<file path="config.mk">
export PLATFORM = sky130hd
export DESIGN_NAME = tpc_timer
export DESIGN_NICKNAME = d
export VERILOG_FILES = /design/src/tpc_pkg.sv /design/src/tpc_timer.sv
export VERILOG_INCLUDE_DIRS = /design/src
export SDC_FILE = /design/constraint.sdc
export NUM_CORES = 1
export LEC_CHECK = 0
export BUFFER_PORTS_ARGS = -buffer_cell sky130_fd_sc_hd__buf_2
export CORE_MARGIN = 10
export CORE_UTILIZATION = 55
export DETAILED_ROUTE_END_ITERATION = 8
export PLACE_DENSITY = 0.84
export SETUP_SLACK_MARGIN = 0.1
export SYNTH_ARGS = -nofsm -noshare
export SYNTH_HDL_FRONTEND = slang
export SYNTH_SLANG_ARGS = --single-unit
export TNS_END_PERCENT = 20
</file>
<file path="constraint.sdc">
create_clock -name clk -period 6.6 [get_ports clk]
set_clock_uncertainty 0.05 [all_clocks]
set_input_delay 0.66 -clock clk [delete_from_list [all_inputs] [get_ports clk]]
set_output_delay 0.66 -clock clk [all_outputs]
set_load 0.03 [all_outputs]
</file>
<file path="src/tpc_regs.svh">
// Purpose: Register offsets, field positions and reset values for the timer.
// Assumes: Byte-wide registers on a plain strobe port, 8-bit addresses.
// Notes:   Offsets are local indices; all values in one place.
`ifndef TPC_REGS_SVH
`define TPC_REGS_SVH

// ==========================================================================
// Offsets
`define TPC_OFF_STATUS   8'h00
`define TPC_OFF_CNT_HI   8'h01
`define TPC_OFF_CNT_LO   8'h02
`define TPC_OFF_MOD_HI   8'h03
`define TPC_OFF_MOD_LO   8'h04
`define TPC_OFF_BRK_CTL  8'h05
// Channel n: control at 8'h10+3n, value high +1, value low +2.
`define TPC_OFF_CH_BASE  8'h10

// ==========================================================================
// Status and control fields
`define TPC_ST_OVF       7
`define TPC_ST_OVF_IE    6
`define TPC_ST_HALT      5
`define TPC_ST_CLR       4
`define TPC_ST_PS_HI     2
`define TPC_ST_RESET     8'h20

// ==========================================================================
// Channel control fields
`define TPC_CH_FLAG      7
`define TPC_CH_IE        6
`define TPC_CH_BUF       5
`define TPC_CH_UNBUF     4
`define TPC_CH_ELS_HI    3
`define TPC_CH_ELS_LO    2
`define TPC_CH_TOV       1
`define TPC_CH_MAX       0

`define TPC_MOD_RESET    16'hFFFF
`define TPC_PS_EXT       3'h7

`endif

</file>
<file path="src/tpc_pkg.sv">
// Purpose: Shared types for the timer.
// Assumes: Nothing.
// Notes:   Constants live in tpc_regs.svh.
package tpc_pkg;
  typedef logic [15:0] tpc_word_t;
  typedef logic [7:0] tpc_byte_t;
endpackage : tpc_pkg

</file>
<file path="src/tpc_timer.sv">
// Purpose: Six-channel 16-bit timer with modulo, PWM and buffered pairs.
// Assumes: Byte register port; channel and clock pins are asynchronous.
// Notes:   Reads in wait mode return zero and writes are dropped.
// Notes on behaviour
// - Mode code 01 unbuffered, 10 buffered.
// - Compare action 10 clears, 11 sets output.
// - Even buffered bit links pair, overrides unbuffered.
// - Toggle-on-overflow clear means no overflow toggle.
// - Full-duty with no toggle holds output high.
// - Overflow flag on wrap; interrupt when enabled.
// - Channel flag on event; interrupt when enabled.
// - Wait mode runs on, blocks access, wakes.
// - Stop mode freezes counter, prescaler, flags and outputs; pin synchronizers keep sampling.
// - Break halts counter and blocks captures.
// - Break protects flags unless clear enable set.
// - External clock pin forced to input when prescale is 111.
// - Overflow flag clears by read then zero write.
// - Overflow interrupt enable resets to zero.
// - Halt freezes counter, reset sets, blocks captures.
// - Clear bit zeroes counter and prescaler, self-clears.
// - Halt plus clear leaves counter at zero.
// - Prescale 000..110 divides, 111 external pin.
// - Buffered pair swaps to last written at overflow.
// - Period is overflow spacing, width overflow-to-compare.
// - Count wraps to zero after modulo match.
`timescale 1ns/1ps
`include "tpc_regs.svh"

module tpc_timer #(
  parameter int NCH = 6
) (
  input wire logic clk, // Bus clock, 125 MHz.
  input wire logic rst_n, // Synchronous reset, active low.
  input wire logic [7:0] addr, // Register address.
  input wire logic [7:0] wdata, // Write data.
  input wire logic wr_en, // Write strobe.
  input wire logic rd_en, // Read strobe.
  output tpc_pkg::tpc_byte_t rdata, // Read data, cycle after strobe.
  input wire logic wait_mode, // System in wait mode.
  input wire logic stop_mode, // System in stop mode.
  input wire logic break_active, // Break state active.
  input wire logic break_clear_enable, // Flags clearable in break.
  input wire logic ext_timer_clock_pin, // External counter clock pin.
  output logic ext_clk_pin_force_in, // Pin forced to input.
  input wire logic [5:0] ch_pin_in, // Channel pins, capture side.
  output logic [5:0] ch_pin_out, // Channel compare outputs.
  output logic [5:0] ch_pin_oe, // Channel pin drive enables.
  output logic irq // Timer interrupt request.
);

  // ========================================================================
  // Register state
  tpc_pkg::tpc_word_t cnt_reg;
  tpc_pkg::tpc_word_t mod_reg;
  logic [6:0] pre_reg;
  logic overflow_flag_reg;
  logic overflow_irq_enable_reg;
  logic counter_halt_reg;
  logic [2:0] prescale_select_reg;
  logic ovf_armed_reg;
  logic mod_lock_reg;
  tpc_pkg::tpc_byte_t mod_hi_buf_reg;
  tpc_pkg::tpc_byte_t ctl_reg [NCH];
  tpc_pkg::tpc_word_t val_reg [NCH];
  tpc_pkg::tpc_byte_t val_hi_buf_reg [NCH];
  logic [NCH-1:0] flag_armed_reg;
  logic [NCH-1:0] out_reg;
  logic [2:0] sel_reg; // Pair uses odd set when set.
  logic [2:0] pend_reg; // Pair's next set after overflow.
  logic [2:0] ext_sync_reg;
  logic [NCH-1:0] pin_s1_reg, pin_s2_reg, pin_s3_reg;

  // ========================================================================
  // Decode helpers
  function automatic logic is_ch_addr(input logic [7:0] a);
    is_ch_addr = (a >= `TPC_OFF_CH_BASE) &&
                 (a < `TPC_OFF_CH_BASE + 8'(3 * NCH));
  endfunction : is_ch_addr

  function automatic logic [2:0] ch_idx(input logic [7:0] a);
    ch_idx = 3'((a - `TPC_OFF_CH_BASE) / 8'd3);
  endfunction : ch_idx

  function automatic logic [1:0] ch_sub(input logic [7:0] a);
    ch_sub = 2'((a - `TPC_OFF_CH_BASE) % 8'd3);
  endfunction : ch_sub

  // Wait mode makes the registers unreachable; stop also blocks them and freezes counting.
  logic acc_ok, wr, rd, in_brk_lock;
  assign acc_ok = !wait_mode && !stop_mode;
  assign wr = wr_en && acc_ok;
  assign rd = rd_en && acc_ok;
  assign in_brk_lock = break_active && !break_clear_enable;

  // ========================================================================
  // Prescaler and counter tick
  logic ext_rise, div_tick, tick, run, clr_cnt, ovf_evt;
  tpc_pkg::tpc_word_t cnt_next;
  assign ext_rise = ext_sync_reg[1] && !ext_sync_reg[2];
  assign ext_clk_pin_force_in =
    (prescale_select_reg == `TPC_PS_EXT);

  always_ff @(posedge clk) begin
    if (!rst_n) begin
      ext_sync_reg <= 3'h0;
      pin_s1_reg <= '0;
      pin_s2_reg <= '0;
      pin_s3_reg <= '0;
    end else begin
      ext_sync_reg <= {ext_sync_reg[1:0], ext_timer_clock_pin};
      pin_s1_reg <= ch_pin_in;
      pin_s2_reg <= pin_s1_reg;
      pin_s3_reg <= pin_s2_reg;
    end
  end

  // Divide by 2^code: tick when low code bits of the prescaler are all ones.
  always_comb begin
    div_tick = 1'b1;
    for (int i = 0; i < 7; i++) begin
      if (i < int'(prescale_select_reg) && !pre_reg[i]) begin
        div_tick = 1'b0;
      end
    end
  end

  assign run = !counter_halt_reg && !break_active &&
               !stop_mode;
  assign tick = run && ((prescale_select_reg == `TPC_PS_EXT) ?
                ext_rise : div_tick);
  assign clr_cnt = wr && (addr == `TPC_OFF_STATUS) &&
                   wdata[`TPC_ST_CLR];
  assign ovf_evt = tick && (cnt_reg == mod_reg) && !mod_lock_reg;
  // Compares look at the value the counter moves to, so a width of N keeps
  // the pulse for exactly N counts after overflow, not N plus one.
  assign cnt_next = (cnt_reg == mod_reg) ? 16'h0000 : cnt_reg + 16'h0001;

  always_ff @(posedge clk) begin
    if (!rst_n) begin
      pre_reg <= 7'h00;
    end else if (clr_cnt) begin
      pre_reg <= 7'h00;
    end else if (run) begin
      pre_reg <= pre_reg + 7'h01;
    end
  end

  // Wrap to zero on the tick after a modulo match.
  always_ff @(posedge clk) begin
    if (!rst_n) begin
      cnt_reg <= 16'h0000;
    end else if (clr_cnt) begin
      cnt_reg <= 16'h0000;
    end else if (tick) begin
      cnt_reg <= cnt_next;
    end
  end

  // ========================================================================
  // Status register: halt, enable, prescale, overflow flag
  always_ff @(posedge clk) begin
    if (!rst_n) begin
      counter_halt_reg <= 1'b1;
      overflow_irq_enable_reg <= 1'b0;
      prescale_select_reg <= 3'h0;
    end else if (wr && addr == `TPC_OFF_STATUS) begin
      counter_halt_reg <= wdata[`TPC_ST_HALT];
      overflow_irq_enable_reg <= wdata[`TPC_ST_OVF_IE];
      prescale_select_reg <= wdata[`TPC_ST_PS_HI:0];
    end
  end

  // A new overflow re-arms nothing and wins over a pending clear.
  always_ff @(posedge clk) begin
    if (!rst_n) begin
      overflow_flag_reg <= 1'b0;
      ovf_armed_reg <= 1'b0;
    end else if (ovf_evt) begin
      overflow_flag_reg <= 1'b1;
      ovf_armed_reg <= 1'b0;
    end else if (!in_brk_lock) begin
      if (rd && addr == `TPC_OFF_STATUS && overflow_flag_reg) begin
        ovf_armed_reg <= 1'b1;
      end else if (wr && addr == `TPC_OFF_STATUS) begin
        if (ovf_armed_reg && !wdata[`TPC_ST_OVF]) begin
          overflow_flag_reg <= 1'b0;
        end
        ovf_armed_reg <= 1'b0;
      end
    end
  end

  // Writing the high half holds off overflow until the low half lands.
  always_ff @(posedge clk) begin
    if (!rst_n) begin
      mod_reg <= `TPC_MOD_RESET;
      mod_hi_buf_reg <= 8'h00;
      mod_lock_reg <= 1'b0;
    end else if (wr && addr == `TPC_OFF_MOD_HI) begin
      mod_hi_buf_reg <= wdata;
      mod_lock_reg <= 1'b1;
    end else if (wr && addr == `TPC_OFF_MOD_LO) begin
      mod_reg <= {mod_hi_buf_reg, wdata};
      mod_lock_reg <= 1'b0;
    end
  end

  // ========================================================================
  // Channels
  logic [NCH-1:0] cmp_hit, cap_evt, is_out, pair_lead, pair_tail;
  logic [NCH-1:0] ch_evt;
  logic [2:0] wi;
  logic [1:0] ws;
  assign wi = ch_idx(addr);
  assign ws = ch_sub(addr);

  always_comb begin
    for (int c = 0; c < NCH; c++) begin
      automatic int p = c / 2;
      automatic logic [2:0] lead = 3'(c & ~1);
      automatic logic buf_pair = ctl_reg[lead][`TPC_CH_BUF];
      automatic tpc_pkg::tpc_word_t v;
      pair_lead[c] = (c % 2 == 0) && ctl_reg[c][`TPC_CH_BUF];
      pair_tail[c] = (c % 2 == 1) && buf_pair;
      // Buffered bit takes priority over the unbuffered bit.
      is_out[c] = pair_lead[c] ||
                  (!pair_tail[c] && ctl_reg[c][`TPC_CH_UNBUF]);
      v = (pair_lead[c] && sel_reg[p]) ? val_reg[c | 1] : val_reg[c];
      cmp_hit[c] = tick && is_out[c] && (cnt_next == v);
      // Captures need at least one edge bit set and a running counter.
      cap_evt[c] = run && !is_out[c] && !pair_tail[c] &&
        (ctl_reg[c][`TPC_CH_ELS_HI] | ctl_reg[c][`TPC_CH_ELS_LO]) &&
        ((ctl_reg[c][`TPC_CH_ELS_LO] && pin_s2_reg[c] && !pin_s3_reg[c]) ||
         (ctl_reg[c][`TPC_CH_ELS_HI] && !pin_s2_reg[c] && pin_s3_reg[c]));
      ch_evt[c] = cmp_hit[c] || cap_evt[c];
    end
  end

  // Channel control, values, flags and capture loads.
  always_ff @(posedge clk) begin
    if (!rst_n) begin
      for (int c = 0; c < NCH; c++) begin
        ctl_reg[c] <= 8'h00;
        val_reg[c] <= 16'h0000;
        val_hi_buf_reg[c] <= 8'h00;
      end
      flag_armed_reg <= '0;
    end else begin
      for (int c = 0; c < NCH; c++) begin
        if (cap_evt[c]) begin
          val_reg[c] <= cnt_reg;
        end
        if (ch_evt[c]) begin
          ctl_reg[c][`TPC_CH_FLAG] <= 1'b1;
          flag_armed_reg[c] <= 1'b0;
        end else if (!in_brk_lock && is_ch_addr(addr) && wi == 3'(c) &&
                     ws == 2'd0) begin
          if (rd && ctl_reg[c][`TPC_CH_FLAG]) begin
            flag_armed_reg[c] <= 1'b1;
          end else if (wr) begin
            if (flag_armed_reg[c] && !wdata[`TPC_CH_FLAG]) begin
              ctl_reg[c][`TPC_CH_FLAG] <= 1'b0;
            end
            flag_armed_reg[c] <= 1'b0;
          end
        end
        if (wr && is_ch_addr(addr) && wi == 3'(c)) begin
          if (ws == 2'd0) begin
            ctl_reg[c][6:0] <= wdata[6:0];
          end else if (ws == 2'd1) begin
            val_hi_buf_reg[c] <= wdata;
          end else begin
            val_reg[c] <= {val_hi_buf_reg[c], wdata};
          end
        end
      end
    end
  end

  // Buffered pairs: last written set takes over at overflow.
  always_ff @(posedge clk) begin
    if (!rst_n) begin
      sel_reg <= 3'h0;
      pend_reg <= 3'h0;
    end else begin
      for (int p = 0; p < 3; p++) begin
        if (!ctl_reg[2*p][`TPC_CH_BUF]) begin
          sel_reg[p] <= 1'b0;
          pend_reg[p] <= 1'b0;
        end else begin
          if (wr && is_ch_addr(addr) && ws == 2'd2 && wi[2:1] == 2'(p)) begin
            pend_reg[p] <= wi[0];
          end
          if (ovf_evt) begin
            sel_reg[p] <= pend_reg[p];
          end
        end
      end
    end
  end

  // Output: compare sets or clears, then overflow toggle.
  always_ff @(posedge clk) begin
    if (!rst_n) begin
      out_reg <= '0;
    end else begin
      for (int c = 0; c < NCH; c++) begin
        if (is_out[c]) begin
          if (ctl_reg[c][`TPC_CH_MAX] && !ctl_reg[c][`TPC_CH_TOV]) begin
            out_reg[c] <= 1'b1;
          end else if (cmp_hit[c] && ctl_reg[c][`TPC_CH_ELS_HI]) begin
            out_reg[c] <= ctl_reg[c][`TPC_CH_ELS_LO];
          end else if (cmp_hit[c] && ctl_reg[c][`TPC_CH_ELS_LO]) begin
            out_reg[c] <= !out_reg[c]; // Toggle on compare.
          end else if (ovf_evt && ctl_reg[c][`TPC_CH_TOV]) begin
            out_reg[c] <= !out_reg[c];
          end
        end
      end
    end
  end

  assign ch_pin_out = out_reg;
  always_comb begin
    for (int c = 0; c < NCH; c++) begin
      ch_pin_oe[c] = is_out[c] &&
        (ctl_reg[c][`TPC_CH_ELS_HI] | ctl_reg[c][`TPC_CH_ELS_LO]);
    end
  end

  // ========================================================================
  // Interrupt request, live in wait mode to wake the system.
  always_comb begin
    irq = overflow_flag_reg && overflow_irq_enable_reg;
    for (int c = 0; c < NCH; c++) begin
      if (ctl_reg[c][`TPC_CH_FLAG] && ctl_reg[c][`TPC_CH_IE]) begin
        irq = 1'b1;
      end
    end
  end

  // ========================================================================
  // Read port
  always_ff @(posedge clk) begin
    if (!rst_n) begin
      rdata <= 8'h00;
    end else if (!rd) begin
      rdata <= 8'h00;
    end else if (addr == `TPC_OFF_STATUS) begin
      rdata <= {overflow_flag_reg, overflow_irq_enable_reg,
                counter_halt_reg, 1'b0, 1'b0, prescale_select_reg};
    end else if (addr == `TPC_OFF_CNT_HI) begin
      rdata <= cnt_reg[15:8];
    end else if (addr == `TPC_OFF_CNT_LO) begin
      rdata <= cnt_reg[7:0];
    end else if (addr == `TPC_OFF_MOD_HI) begin
      rdata <= mod_reg[15:8];
    end else if (addr == `TPC_OFF_MOD_LO) begin
      rdata <= mod_reg[7:0];
    end else if (is_ch_addr(addr)) begin
      rdata <= (ws == 2'd0) ? ctl_reg[wi] :
               (ws == 2'd1) ? val_reg[wi][15:8] : val_reg[wi][7:0];
    end else begin
      rdata <= 8'h00;
    end
  end

endmodule : tpc_timer

</file>
==> flow_metrics.py <==
metrics = {
    "grt": {
        "number_of_global_route_vias_before_repair": 15510,
        "gr-max-usage-layer": "met2",
        "grt_pass1_wl_um": 100700,
        "grt_use_met2_pct": 49.39,
        "grt_start_max_net_pins": 39,
        "antenna_violations_before_repair": 2,
        "globalRoute.totalOverflow": 0,
        "globalRouteMet3Util_pct": 7.012,
        "met1_usage_pct": 44.22,
        "globalRouteTotalUtil_pct": 32.76,
    },
    "setup_path": {
        "setup.worst_path.start": "addr[4]",
        "worst-endpoint-arrival_ns": 6.19,
        "crit_path_max_incr_delay_ns": 0.85,
        "critPathMostFrequentCell": "sky130_fd_sc_hd__ha_1",
        "r2r_start": "cnt_reg[9]",
        "path_cells": "buf_2 > inv_1 > ha_1 > xor2_2 > mux2i_1 > a211oi_4 > o21ai_2 > a32oi_4 > ha_1 > a311oi_1 > a32oi_1 > buf_4 > and2_1 > or2_2 > ha_1 > a21o_1 > nor4_4 > mux2_2 > nand2_1 > o21ai_0",
        "worst-r2r-cell-count": 14,
        "cp_data_required_time_ns": 6.69,
        "timing_worst_setup_path_type": "in2reg",
        "worst_setup_path_endpoint": "ctl_reg[3][2]",
        "critPathSlowestCell": "sky130_fd_sc_hd__o21ai_0",
        "worst_setup_path_end_kind": "register",
        "worst_r2r_endpoint": "ch_pin_out[5]",
        "worst-r2r-setup-slack_ns": 1.72,
        "timing.critical_path.fanout_max": 14,
        "crit_path_start_kind": "input port",
    },
    "clock_tree": {
        "tritoncts_num_sinks": 293,
        "clock_tree_from_tritoncts": "yes",
        "path_clk_slew_ns": 0.06,
        "cts_root_buffer": "sky130_fd_sc_hd__clkbuf_16",
        "htreeDepth": 2,
        "cts.path.max_buffers": 3,
        "clk-insertion-delay-late_ns": 0.53,
        "num_cts_buffers": 35,
        "cts_hold_buffers": 0,
    },
    "yosys": {
        "yosys_top_cell_area_share_pct": 32.31,
        "synth_top_cell_by_area": "sky130_fd_sc_hd__edfxtp_1",
        "syn_avg_cell_area_um2": 8.877,
        "syn_area_um2": 17840,
        "synth_warnings": 0,
        "postSynthRegisterBits": 293,
        "ys_top_cells_by_area": "sky130_fd_sc_hd__edfxtp_1, sky130_fd_sc_hd__dfxtp_1, sky130_fd_sc_hd__nand2_1",
        "syn_nets": 2048,
        "most_used_dff_post_synth": "sky130_fd_sc_hd__edfxtp_1",
        "post_synth_num_cell_types": 87,
        "synthArstFlopShare_pct": 0,
        "post_synth_inst_count": 2010,
        "synth.yosys.seq_area_share_pct": 43.65,
        "number_of_flops_mapped_to_enable_cells_by_yosys": 192,
    },
    "final_layout": {
        "mostFrequentLayoutCell": "sky130_fd_sc_hd__nand2_1",
        "finish.cell_count_without_fillers": 2501,
        "drive_gt1_share_pct": 11.34,
        "fillerInstances": 2666,
        "design.final.nets": 2075,
        "layout-area-overhead-vs-synth_pct": 11.49,
        "largest_reg_flops": 96,
        "layout.area.seq_um2": 7787,
        "most_used_cells_in_the_layout_excluding_fill_and_tap_cells": "sky130_fd_sc_hd__nand2_1, sky130_fd_sc_hd__edfxtp_1, sky130_fd_sc_hd__o21ai_0",
        "end_of_flow_core_utilization_pct": 62.56,
        "final_cell_area_um2": 19890,
        "area_of_the_multi_input_gates_um2": 9328,
    },
    "sta": {
        "fmax_mhz": 163.9,
        "unrepaired_setup_endpoints_after_global_routing": "true",
        "timing.final.hold_violations": 0,
        "finalCritPeriodShare_pct": 92.44,
        "setup_violations": 0,
        "finalSetupTns_ns": 0,
        "tightest_slew_ns": 1.459,
        "timing.hold.ws_ns": 0.2845,
        "timing.final.max_slew_violations": 0,
        "fin_crit_ns": 6.101,
        "worst_slew_margin_rel_pct": 2.057,
    },
    "route": {
        "num_vias": 16790,
        "wire_per_inst_um": 27.54,
        "dr.pass1.iters": 6,
        "vias_per_cell": 6.714,
        "drtAntennaViolNets": 0,
        "drt_first_iter_violations": 2414,
        "detail_route.drc_violations": 0,
        "detail_route.wirelength_um": 68880,
    },
    "power_and_ir_drop": {
        "p_per_area_nw_per_um2": 236.2,
        "clockPowerShare_pct": 41.7,
        "worst_ir_drop_vdd_uv": 208.5,
        "power_frac_seq_pct": 43.8,
        "power.internal_uw": 3377,
        "netSwitchingPower_uw": 1323,
        "combPwrFrac_pct": 14.5,
        "switching_share_pct": 28.15,
        "p_leak_uw": 0.007399,
    },
    "placement": {
        "place_hpwl_um": 49620,
        "place.port_buffers": 52,
        "place.detailed.instances": 2435,
        "post_dp_cell_area_um2": 18740,
        "place.gp.congestion": 1.028,
    },
    "floorplan": {
        "area_enclosed_by_the_die_boundary_um2": 40040,
        "initial_core_util_pct": 56.11,
        "floorplan.die.height_um": 200.1,
        "core_um2": 31800,
        "io-pin-count": 53,
        "placement_rows": 65,
        "die-width_um": 200.1,
    },
    "min_path": {
        "holdCritPathClass": "in2reg",
    },
    "run": {
        "max_cap_viol_count": 0,
    },
    "outcome": {
        "outcome": "complete, no violations",
    },
}
==> layer usage <==
layer,wire length (um),up-vias,part of all wire [%]
met5,13,-,0.019
met4,3420,2,5.0
met3,9697,239,14
met2,29820,1291,43
met1,25930,7927,38
li1,-,7333,-
==> synthesized netlist by cell type (10+ instances only) <==
cell,count
sky130_fd_sc_hd__o21ai_1,10
sky130_fd_sc_hd__o21ai_0,174
sky130_fd_sc_hd__nor3_1,45
sky130_fd_sc_hd__xor2_1,36
sky130_fd_sc_hd__nand4_1,18
sky130_fd_sc_hd__nand2_1,343
sky130_fd_sc_hd__inv_1,48
sky130_fd_sc_hd__and2_1,109
sky130_fd_sc_hd__a21o_1,12
sky130_fd_sc_hd__nand2b_1,19
sky130_fd_sc_hd__nor2b_1,16
sky130_fd_sc_hd__and3_1,27
sky130_fd_sc_hd__o22ai_1,17
sky130_fd_sc_hd__buf_2,16
sky130_fd_sc_hd__clkbuf_1,113
sky130_fd_sc_hd__nand3_1,54
sky130_fd_sc_hd__dfxtp_1,101
sky130_fd_sc_hd__edfxtp_1,192
sky130_fd_sc_hd__xnor2_1,53
sky130_fd_sc_hd__nor4_1,35
sky130_fd_sc_hd__a31oi_1,23
sky130_fd_sc_hd__o211ai_1,11
sky130_fd_sc_hd__a21oi_1,71
sky130_fd_sc_hd__a221oi_1,14
sky130_fd_sc_hd__or3_1,13
sky130_fd_sc_hd__nor2_1,116
sky130_fd_sc_hd__mux2i_1,105
sky130_fd_sc_hd__buf_1,10
==> worst max-delay path, delay by kind of cell <==
| family | cells | cell delay, ns |
|---|---|---|
| simple gates | 4 | 0.96 |
| compound gates | 7 | 2.00 |
| xor+xnor | 1 | 0.25 |
| fa+ha+maj | 3 | 1.06 |
| buf+inv | 3 | 0.57 |
| mux | 2 | 0.67 |
==> power by group through the flow <==
stage	Sequential [uW]	Combinational, uW	Clock (uW)
2_1_floorplan	2080	404	0
3_3_place_gp	2090	644	0
3_5_place_dp	2090	652	0
4_1_cts	2060	655	1960
5_1_grt	2060	705	2030
6_report	2060	681	1960
==> through the flow <==
step | worst slack (ns) | power [uW]
after floorplan | 0.3682 | 2480
after global placement | 0.2682 | 2737
after detailed placement | 0.03705 | 2747
after CTS | 0.5598 | 4667
after global routing | 0.03919 | 4794
final | 0.4990 | 4700
==> cell families after synthesis <==
group	after synthesis	share of synthesized area [%]
AOI/OAI and AO/OA	459	16.67
xor gates and xnor gates	95	5.091
adders and majority gates	7	0.4909
buffers and inverters	192	4.243
DFF	293	43.65
muxes	116	6.613
and+or+nand+nor	848	23.25
==> worst min path at each step <==
stage | start | endpoint | slack, ns | cells past startpoint
detailed placement | pin_s1_reg[1] | pin_s2_reg[1] | 0.37 | 1
finish | ch_pin_in[1] | pin_s1_reg[1] | 0.28 | 2
CTS | ch_pin_in[1] | pin_s1_reg[1] | 0.28 | 2
floorplan | ext_sync_reg[0] | ext_sync_reg[1] | 0.36 | 1
global route | ext_timer_clock_pin | ext_sync_reg[0] | 0.28 | 2
global placement | pin_s1_reg[4] | pin_s2_reg[4] | 0.36 | 1
==> area by class of cell <==
type	instances	area share, %
clock inverters	18	0.9497
well taps	435	2.736
clock buffers	46	4.818
repair buffers	134	4.529
flip-flops and latches	293	39.15
multi-input cells	1525	46.89
diodes	2	0.02516
inverters	48	0.9057
==> timing repair <==
item,CTS,global route
resized for setup,0,1
setup endpoints to repair,0,14
setup buffers,0,0
Power figures use the tool's default switching activity.
